`src/hw/gated_timer_defs.svh`:
```
`ifndef GATED_TIMER_DEFS_SVH
`define GATED_TIMER_DEFS_SVH

`define ADDR_COUNT_LO   3'h0
`define ADDR_COUNT_HI   3'h1
`define ADDR_TIMER_CTL  3'h2
`define ADDR_GATE_CTL   3'h3
`define ADDR_STATUS     3'h4

`define TC_CS_HI        7
`define TC_CS_LO        6
`define TC_PS_HI        5
`define TC_PS_LO        4
`define TC_OSC_EN       3
`define TC_SYNC         2
`define TC_ON           0
`define GC_GE           7
`define GC_POL          6
`define GC_C2_SYNC      3
`define GC_C1_SYNC      2
`define GC_GSS_HI       1
`define GC_GSS_LO       0
`define ST_OVF          0

`define TC_RESET        8'h00
`define GC_RESET        8'h00
`define COUNT_RESET     16'h0000
`define COUNT_MAX       16'hffff

`define CLK_PERIOD_NS   10
`define QUARTER_LAST    2'h3

`define IN_PIN_CLK      0
`define IN_SOSC         1
`define IN_LFOSC        2
`define IN_GATE         3
`define IN_COMP1        4
`define IN_COMP2        5
`define IN_WIDTH        6

`endif

```
`src/hw/gated_timer_pkg.sv`:
```
package gated_timer_pkg;
	typedef enum logic [1:0] {
		CS_QUARTER = 2'h0,
		CS_SYSCLK  = 2'h1,
		CS_PIN     = 2'h2,
		CS_SLOWOSC = 2'h3
	} clk_src_t;
	typedef enum logic [1:0] {
		GS_PIN       = 2'h0,
		GS_COMPANION = 2'h1,
		GS_COMP1     = 2'h2,
		GS_COMP2     = 2'h3
	} gate_src_t;
	typedef logic [2:0] presc_t;
endpackage
```
`src/hw/gated_sixteen_bit_timer.sv`:
```
`timescale 1ns/1ps
`include "gated_timer_defs.svh"
`default_nettype none
module gated_sixteen_bit_timer (
	// System
	input  wire logic                  clk,
	input  wire logic                  srst,
	input  wire logic                  ce,
	// Register port
	input  wire logic [2:0]            addr,
	input  wire logic [7:0]            wdata,
	input  wire logic                  wr,
	input  wire logic                  rd,
	output logic [7:0]                 rdata,
	// Clock and gate sources
	input  wire logic                  external_clock_pin,
	input  wire logic                  secondary_osc_input,
	input  wire logic                  low_freq_internal_osc,
	input  wire logic                  gate_pin,
	input  wire logic                  companion_timer_ovf,
	input  wire logic                  comparator1_out,
	input  wire logic                  comparator2_out,
	input  wire logic                  sleep,
	// Status
	output logic                       overflow_flag,
	output logic                       secondary_osc_enable,
	output logic                       wake_request,
	output gated_timer_pkg::clk_src_t  active_clock_source
);
	import gated_timer_pkg::*;

	logic [7:0]           tc_reg;
	logic [7:0]           gc_reg;
	logic [15:0]          count_reg;
	logic [15:0]          count_next;
	presc_t               presc_reg;
	presc_t               presc_mask;
	logic [1:0]           quarter_reg;
	logic [`IN_WIDTH-1:0] async_in;
	logic [`IN_WIDTH-1:0] meta_reg;
	logic [`IN_WIDTH-1:0] sync_reg;
	logic                 pin_stage_reg;
	logic                 pin_prev_reg;
	logic                 slow_prev_reg;
	logic                 armed_reg;
	logic                 c1_stage_reg;
	logic                 c2_stage_reg;
	logic [7:0]           rdata_reg;
	logic                 ovf_reg;
	logic                 wake_reg;
	clk_src_t             cs;
	gate_src_t            gss;
	logic                 timer_on;
	logic                 gate_enable;
	logic                 gate_polarity;
	logic                 sync_control;
	logic                 raw_pin_lvl;
	logic                 pin_lvl;
	logic                 src_tick;
	logic                 presc_tick;
	logic                 gate_sel;
	logic                 gate_active;
	logic                 sleep_ok;
	logic                 run;
	logic                 inc;
	logic                 wr_lo;
	logic                 wr_hi;
	logic                 cnt_write;
	logic                 ovf_set;
	logic                 ovf_clr;

	assign cs            = clk_src_t'(tc_reg[`TC_CS_HI:`TC_CS_LO]);
	assign gss           = gate_src_t'(gc_reg[`GC_GSS_HI:`GC_GSS_LO]);
	assign timer_on      = tc_reg[`TC_ON];
	assign sync_control  = tc_reg[`TC_SYNC];
	assign gate_enable   = gc_reg[`GC_GE];
	assign gate_polarity = gc_reg[`GC_POL];
	assign wr_lo         = ce & wr & (addr == `ADDR_COUNT_LO);
	assign wr_hi         = ce & wr & (addr == `ADDR_COUNT_HI);
	assign cnt_write     = wr_lo | wr_hi;

	// Register writes
	always_ff @(posedge clk) begin
		if (srst) begin
			tc_reg <= `TC_RESET;
			gc_reg <= `GC_RESET;
		end else if (ce && wr) begin
			if (addr == `ADDR_TIMER_CTL)
				tc_reg <= wdata;
			if (addr == `ADDR_GATE_CTL)
				gc_reg <= wdata;
		end
	end

	// Every clock and gate source except companion_timer_ovf passes two flip-flops before use
	assign async_in = {comparator2_out, comparator1_out, gate_pin,
		low_freq_internal_osc, secondary_osc_input, external_clock_pin};

	always_ff @(posedge clk) begin
		if (srst) begin
			meta_reg <= '0;
			sync_reg <= '0;
		end else if (ce) begin
			meta_reg <= async_in;
			sync_reg <= meta_reg;
		end
	end

	// Pin or crystal source, optional extra system-clock stage
	assign raw_pin_lvl = tc_reg[`TC_OSC_EN] ? sync_reg[`IN_SOSC]
		: sync_reg[`IN_PIN_CLK];
	assign pin_lvl = sync_control ? raw_pin_lvl : pin_stage_reg;

	always_ff @(posedge clk) begin
		if (srst) begin
			pin_stage_reg <= 1'b0;
			pin_prev_reg  <= 1'b0;
			slow_prev_reg <= 1'b0;
			quarter_reg   <= 2'h0;
		end else if (ce) begin
			pin_stage_reg <= raw_pin_lvl;
			pin_prev_reg  <= pin_lvl;
			slow_prev_reg <= sync_reg[`IN_LFOSC];
			quarter_reg   <= quarter_reg + 2'h1;
		end
	end

	// A low level must be seen before the first counted rising edge
	always_ff @(posedge clk) begin
		if (srst) begin
			armed_reg <= 1'b0;
		end else if (ce) begin
			if (cnt_write || !timer_on)
				armed_reg <= 1'b0;
			else if (!pin_lvl)
				armed_reg <= 1'b1;
		end
	end

	always_comb begin
		case (cs)
			CS_QUARTER: src_tick = (quarter_reg == `QUARTER_LAST);
			CS_SYSCLK:  src_tick = 1'b1;
			CS_PIN:     src_tick = pin_lvl & ~pin_prev_reg & armed_reg;
			CS_SLOWOSC: src_tick = sync_reg[`IN_LFOSC] & ~slow_prev_reg;
			default:    src_tick = 1'b0;
		endcase
	end

	always_comb begin
		case (tc_reg[`TC_PS_HI:`TC_PS_LO])
			2'h0:    presc_mask = 3'h0;
			2'h1:    presc_mask = 3'h1;
			2'h2:    presc_mask = 3'h3;
			2'h3:    presc_mask = 3'h7;
			default: presc_mask = 3'h0;
		endcase
	end

	// Comparator outputs optionally resampled on the count clock
	always_ff @(posedge clk) begin
		if (srst) begin
			c1_stage_reg <= 1'b0;
			c2_stage_reg <= 1'b0;
		end else if (ce && src_tick) begin
			c1_stage_reg <= sync_reg[`IN_COMP1];
			c2_stage_reg <= sync_reg[`IN_COMP2];
		end
	end

	always_comb begin
		case (gss)
			GS_PIN:       gate_sel = sync_reg[`IN_GATE];
			GS_COMPANION: gate_sel = companion_timer_ovf;
			GS_COMP1:     gate_sel = gc_reg[`GC_C1_SYNC] ? c1_stage_reg
				: sync_reg[`IN_COMP1];
			GS_COMP2:     gate_sel = gc_reg[`GC_C2_SYNC] ? c2_stage_reg
				: sync_reg[`IN_COMP2];
			default:      gate_sel = 1'b0;
		endcase
	end

	assign gate_active = gate_polarity ? gate_sel : ~gate_sel;
	// Only the raw pin source keeps counting while the core sleeps
	assign sleep_ok    = sync_control & (cs == CS_PIN);
	assign run = ce & timer_on & (~gate_enable | gate_active)
		& (~sleep | sleep_ok);
	assign presc_tick  = src_tick & (presc_reg == presc_mask);
	assign inc         = run & presc_tick;

	always_ff @(posedge clk) begin
		if (srst) begin
			presc_reg <= 3'h0;
		end else if (ce) begin
			if (cnt_write)
				presc_reg <= 3'h0;
			else if (run && src_tick)
				presc_reg <= presc_tick ? 3'h0 : presc_reg + 3'h1;
		end
	end

	// A write takes precedence over a coinciding increment only in the byte it writes
	always_comb begin
		count_next = count_reg;
		if (inc)
			count_next = count_reg + 16'h0001;
		if (wr_lo)
			count_next[7:0] = wdata;
		if (wr_hi)
			count_next[15:8] = wdata;
	end

	always_ff @(posedge clk) begin
		if (srst)
			count_reg <= `COUNT_RESET;
		else if (ce)
			count_reg <= count_next;
	end

	// Sticky overflow flag, write one to clear, set wins
	assign ovf_set = inc & (count_reg == `COUNT_MAX) & ~cnt_write;
	assign ovf_clr = ce & wr & (addr == `ADDR_STATUS) & wdata[`ST_OVF];

	always_ff @(posedge clk) begin
		if (srst) begin
			ovf_reg  <= 1'b0;
			wake_reg <= 1'b0;
		end else if (ce) begin
			if (ovf_set)
				ovf_reg <= 1'b1;
			else if (ovf_clr)
				ovf_reg <= 1'b0;
			wake_reg <= sleep & (ovf_set | ovf_reg);
		end
	end

	// Read data stand for one cycle only
	always_ff @(posedge clk) begin
		if (srst) begin
			rdata_reg <= 8'h00;
		end else if (ce) begin
			if (rd) begin
				case (addr)
					`ADDR_COUNT_LO:  rdata_reg <= count_reg[7:0];
					`ADDR_COUNT_HI:  rdata_reg <= count_reg[15:8];
					`ADDR_TIMER_CTL: rdata_reg <= tc_reg;
					`ADDR_GATE_CTL:  rdata_reg <= gc_reg;
					`ADDR_STATUS:    rdata_reg <= {7'h00, ovf_reg};
					default:         rdata_reg <= 8'h00;
				endcase
			end else begin
				rdata_reg <= 8'h00;
			end
		end
	end

	assign rdata                = rdata_reg;
	assign overflow_flag        = ovf_reg;
	assign secondary_osc_enable = tc_reg[`TC_OSC_EN];
	assign wake_request         = wake_reg;
	assign active_clock_source  = cs;
endmodule // gated_sixteen_bit_timer
`default_nettype wire

```
`config.mk`:
```
export PLATFORM = sky130hd
export DESIGN_NAME = gated_sixteen_bit_timer
export DESIGN_NICKNAME = d
export VERILOG_FILES = /design/src/hw/gated_timer_pkg.sv /design/src/hw/gated_sixteen_bit_timer.sv
export VERILOG_INCLUDE_DIRS = /design/src /design/src/hw
export SDC_FILE = /design/constraint.sdc
export NUM_CORES = 1
export LEC_CHECK = 0
export BUFFER_PORTS_ARGS = -buffer_cell sky130_fd_sc_hd__clkbuf_2
export CAP_MARGIN = 10
export CORE_ASPECT_RATIO = 1.4
export CORE_MARGIN = 3
export CORE_UTILIZATION = 45
export CTS_CLUSTER_SIZE = 28
export DETAILED_ROUTE_END_ITERATION = 16
export PLACE_DENSITY = 0.62
export SYNTH_ARGS = -nofsm -noshare
export SYNTH_HDL_FRONTEND = slang
export SYNTH_SLANG_ARGS = --single-unit
```
`constraint.sdc`:
```
create_clock -name clk -period 3.94 [get_ports clk]
set_input_delay 0 -clock clk [delete_from_list [all_inputs] [get_ports clk]]
set_output_delay 0 -clock clk [all_outputs]
set_load 0.03 [all_outputs]
```
# Yosys cells after proc, flatten, opt, wreduce, memory -nomap -nowiden
# Cells that the tools add are included.
[op_classes] bitwise=27 eq_ne=17 mux=20 add_sub_neg=3 n_reduce_logical=20
[op_table] operator="$pmux 8 s5" n=1
[op_table] operator="$mux 8" n=3
[op_table] operator="$and 1x1->1" n=17
[op_table] operator="$add 16x1->16 const B" n=1
[op_table] operator="$eq 16x16->1 const B" n=1
[op_table] operator="$mux 16" n=1
[op_table] operator="$eq 2x2->1 const B" n=7
[op_table] operator="$reduce_and 2->1" n=7
[op_table] operator="$pmux 3 s4" n=1
[op_table] operator="$mux 1" n=9
[op_table] operator="$mux 3" n=3
[op_table] operator="$pmux 1 s4" n=2
[op_table] operator="$reduce_bool 2->1" n=4
[op_table] operator="$eq 2x1->1 const B" n=3
[op_table] operator="$eq 3x2->1 const B" n=2
[op_table] operator="$logic_not 2->1" n=3
[op_table] operator="$not 1->1" n=6
[op_table] operator="$or 1x1->1" n=4
[op_table] operator="$add 3x1->3 const B" n=1
[op_table] operator="$eq 3x1->1 const B" n=1
[op_table] operator="$eq 3x3->1" n=1
[op_table] operator="$eq 3x3->1 const B" n=1
[op_table] operator="$logic_and 1x1->1" n=3
[op_table] operator="$logic_not 3->1" n=1
[op_table] operator="4 further kinds" n=4
[totals] input_bits=24 register_bits=65 output_inout_bits=13

# Longest topological paths before layout
[logic_depth] depth_word=12 depth_mapped=8 ltp_nobuf=6

# Least setup slack after synthesis
# Ideal clock, no wire load.
[synth_timing] path_type="flip-flop to flip-flop" startpoint="register gc_reg[3]" endpoint="register count_reg[14]" arrival_ns=2.504 t_required_ns=3.849 setup_time_ns=0.091 n_path_buf=1 period_less_slack_ns=2.595 path_slack_ns=1.345 path_stages_with_launch=8 cell_sequence="dfxtp_1 mux2_1 mux4_2 xor2_2 a211o_1 buf_6 or4_1 a311oi_1"
[synth_between] elab_chain_len=10
[synth_lines] item="start, declared" line_no="gated_sixteen_bit_timer.sv:33" rtl="logic [7:0] gc_reg;"
[synth_lines] item="start signal, assigned" line_no="gated_sixteen_bit_timer.sv:86" rtl="gc_reg <= `GC_RESET;"
[synth_lines] item="start signal, assigned" line_no="gated_sixteen_bit_timer.sv:91" rtl="gc_reg <= wdata;"
[synth_lines] item="$mux 1 *" line_no="gated_sixteen_bit_timer.sv:177" rtl="GS_COMP2: gate_sel = gc_reg[`GC_C2_SYNC] ? c2_stage_reg"
[synth_lines] item="$pmux 1 s4 *" line_no="gated_sixteen_bit_timer.sv:172" rtl="case (gss)"
[synth_lines] item="$not 1->1" line_no="gated_sixteen_bit_timer.sv:183" rtl="assign gate_active = gate_polarity ? gate_sel : ~gate_sel;"
[synth_lines] item="$mux 1 *" line_no="gated_sixteen_bit_timer.sv:183"
[synth_lines] item="$or 1x1->1 *" line_no="gated_sixteen_bit_timer.sv:186" rtl="assign run = ce & timer_on & (~gate_enable | gate_active)"
[synth_lines] item="$and 1x1->1 *" line_no="gated_sixteen_bit_timer.sv:186"
[synth_lines] item="$and 1x1->1 *" line_no="gated_sixteen_bit_timer.sv:187" rtl="& (~sleep | sleep_ok);"
[synth_lines] item="$and 1x1->1 *" line_no="gated_sixteen_bit_timer.sv:189" rtl="assign inc = run & presc_tick;"
[synth_lines] item="$reduce_bool 2->1 (no source line) *"
[synth_lines] item="$reduce_and 2->1 (no source line) *"
[synth_lines] item="end signal, assigned" line_no="gated_sixteen_bit_timer.sv:215" rtl="count_reg <= `COUNT_RESET;"
[synth_lines] item="end signal, assigned" line_no="gated_sixteen_bit_timer.sv:217" rtl="count_reg <= count_next;"
[synth_lines] item="end, declared" line_no="gated_sixteen_bit_timer.sv:34" rtl="logic [15:0] count_reg;"
# Every way passes the cells marked *; elsewhere a longest branch is shown, timed or not.
# A chain may end at the register's enable or synchronous reset.

# Final worst setup path
[layout_timing] startpoint="register presc_reg[1]" endpoint="register count_reg[14]"
[layout_between] elab_chain_len=5
[layout_lines] item="start, declared" line_no="gated_sixteen_bit_timer.sv:36" rtl="presc_t presc_reg;"
[layout_lines] item="start signal, assigned" line_no="gated_sixteen_bit_timer.sv:198" rtl="presc_reg <= presc_tick ? 3'h0 : presc_reg + 3'h1;"
[layout_lines] item="$eq 3x3->1" line_no="gated_sixteen_bit_timer.sv:188" rtl="assign presc_tick = src_tick & (presc_reg == presc_mask);"
[layout_lines] item="$and 1x1->1" line_no="gated_sixteen_bit_timer.sv:188"
[layout_lines] item="$and 1x1->1" line_no="gated_sixteen_bit_timer.sv:189"
[layout_lines] item="$reduce_bool 2->1 (no source line)"
[layout_lines] item="$reduce_and 2->1 (no source line)"
# Every way passes these cells.

==> results.ini <==
[setup_path]
slowest_delay_ns = 0.61
cp-end-kind = flip-flop
crit_arrival_ns = 3.18
cp_max_fo = 23
r2r_slack_ns = 1.02
r2r-end = count_reg[14]
cp_slowest_cell = or4_1
cp_cell_sequence = or3_1 -> o32ai_1 -> o32ai_1 -> buf_4 -> a211o_1 -> or4_1 -> a311oi_1
cp.required_ns = 4.20
r2r_start = presc_reg[1]
cp_top_family = compound AO/OA/AOI/OAI gates
cp_common_cell = o32ai_1
crit_start = presc_reg[1]
r2r_cells = 7
worstSetupStartpointType = flip-flop
path_class = flip-flop to flip-flop
worst-path-buf-inv = 1

[logic_synthesis]
synth.avg_cell_area_um2 = 9.42
syn_nets = 363
synth_cell_type_count = 50
synth_top_area_share = 0.411
yosys_warnings = 0
synth_cells = 336
synth_seq_cells = 65
synth.yosys.seq_area_share = 0.411
ys_top_cells_by_count = dfxtp_1, nor2_1, mux2i_1
yosysMostFrequentCell = dfxtp_1
synthArstFlopShare = 0
synth_edf_count = 0
syn_area_um2 = 3160
synthFlopType = dfxtp_1
synth_area_leader_cell = dfxtp_1
netlist_top_cells_area = dfxtp_1, mux2i_1, nor2_1

[clocking]
cts_max_level = 3
numCtsBuffers = 9
clock_sinks = 65
cts_root_buf = clkbuf_8
cts_tree = yes
cts.clk_slew.worst_paths_ns = 0.07
clock_latency_ns = 0.35
post-cts-setup-buffer-count = 0
clockBufferDepth = 2

[floorplanning]
io_pins = 37
coreArea_um2 = 6700
die_h_um = 105
rows = 35
die_w_um = 76.9
start_util = 0.472
dieArea_um2 = 8090

[timing]
tightest_slew_ns = 0.741
rsz0062_at_grt = no
fin_tns_setup_ns = 0
slew_viol_final = 0
skew_ns = 0.00745
finalSetupViolCount = 0
hold_viol = 0
period_share = 0.742
worst_slack_ns = 1.02
relSlewSlack = 0.502
finalHoldWorstSlack_ns = 0.0145
min_period_ns = 2.92
max_freq_mhz = 342

[placed_design]
dp_hpwl_mm = 5.47
dp.cells = 445
dp_slack_ns = 1.07
routabilityCongestion = 0.769
io_buffers = 36
dpl-instance-area_um2 = 3380

[drt]
dr.first_iter.drc_count = 170
wl_mm = 7.86
drt-pass1-iter-count = 4
post-route-drc-count = 0
ant_nets = 0
via_per_inst = 5.64
num_vias = 2678
routedWlPerCell_um = 16.5

[run_status]
status = complete, no violations

[hold_path]
holdPathStages = 3
min_to = count_reg[11]
hold_class = input port to flip-flop
min-delay-start = wdata[3]

[final_layout]
largest_reg_flops = 16
fin_area_um2 = 3710
drive_above_1_share = 0.175
area_delta_synth_final_pct = 17.2
nNetsFinal = 405
n_antenna_cell = 0
stdcell_count = 475

[power]
peakVddDrop_uv = 225
power_leakage_uw = 0.00144
power_per_cell_area_nw_per_um2 = 360

[global_routing]
antenna_found_initial = 0
grt_pass1_vias = 2575
overflow = 0
grt_max_degree = 64
grt_pass1_wl_mm = 13.2
gr-usage-all-layers = 0.207

[run]
max-cap-violations = 0

==> cell families (layout without fill, tap and decap cells) <==
kind of cell,count (synthesis),count (layout),share of synthesized area
adders and majority gates,3,3,0.0119
and+or+nand+nor,127,127,0.200
buffers and inverters,27,74,0.0372
DFF,65,65,0.411
xor gates and xnor gates,7,7,0.0217
AOI/OAI and AO/OA,61,61,0.140
muxes,46,46,0.178
==> power by group <==
group	internal [µW]	switching, µW	leakage (µW)	total (µW)
combinational	47.5	57.8	0.000818	105
clock	289	257	0.0000998	546
sequential	672	12.9	0.000527	685
total	1010	328	0.00144	1340
==> how the worst max path moves through the flow <==
stage | endpoint | slack [ns] | depth (start not counted)
6_report | count_reg[14] | 1.02 | 7
5_1_grt | count_reg[10] | 0.85 | 7
4_1_cts | count_reg[11] | 1.05 | 6
3_5_place_dp | count_reg[10] | 1.07 | 6
3_3_place_gp | count_reg[15] | 1.12 | 6
2_1_floorplan | count_reg[14] | 1.35 | 7
==> per-layer routing <==
metal / GRT usage / up-vias / share of wire
li1: - / 1328 / -
met1: 0.262 / 1269 / 0.45
met2: 0.341 / 67 / 0.49
met3: 0.0487 / 14 / 0.040
met4: 0.0790 / 0 / 0.022
met5: 0 / - / 0
==> per-stage QoR <==
step	power (µW)	utilization
finish	1340	0.554
global route	1400	0.554
CTS	1350	0.554
detailed placement	795	0.505
global placement	793	0.505
floorplan	759	-
==> cell type report <==
type                       count  area (µm²)
timing repair buffer          53         343
inverter                       5        18.8
clock inverter                 6        58.8
fill                         634        2990
multi-input combinational    244        1750
sequential                    65        1300
tap                           92         115
clock buffer                  10         128
==> placed cells by master, fill, tap and decap left out, types with 2 or more instances in the layout <==
| cell type | count |
|---|---|
| nand2_1 | 11 |
| mux2_1 | 2 |
| or3_1 | 3 |
| nand3b_1 | 2 |
| buf_4 | 3 |
| dfxtp_1 | 65 |
| nand4_1 | 5 |
| a311oi_1 | 10 |
| clkbuf_8 | 9 |
| mux2i_1 | 35 |
| ha_1 | 3 |
| clkinv_2 | 4 |
| mux4_2 | 8 |
| a21oi_1 | 14 |
| or2_2 | 2 |
| inv_1 | 5 |
| o21ai_0 | 2 |
| o32ai_1 | 2 |
| or4_1 | 8 |
| nor2b_1 | 8 |
| and4_1 | 2 |
| clkbuf_2 | 36 |
| nor2_1 | 61 |
| nor3_1 | 2 |
| xnor2_1 | 5 |
| nand2b_1 | 7 |
| o31ai_1 | 10 |
| dlygate4sd3_1 | 14 |
| nand3_1 | 9 |
| a2111oi_0 | 5 |
| a211oi_1 | 9 |
==> repair_timing <==
action,4_1_cts,5_1_grt
endpoints found under the hold margin,27,0
hold buffers,14,0
gates resized for setup,0,0
==> tightest hold or removal path, delay by kind of cell <==
| kind | cells | cell delay, ns |
|---|---|---|
| AO/OA/AOI/OAI | 1 | 0.05 |
| buffers and inverters | 1 | 0.14 |
| AND/OR/NAND/NOR | 1 | 0.12 |
Power figures use the tool's default switching activity.
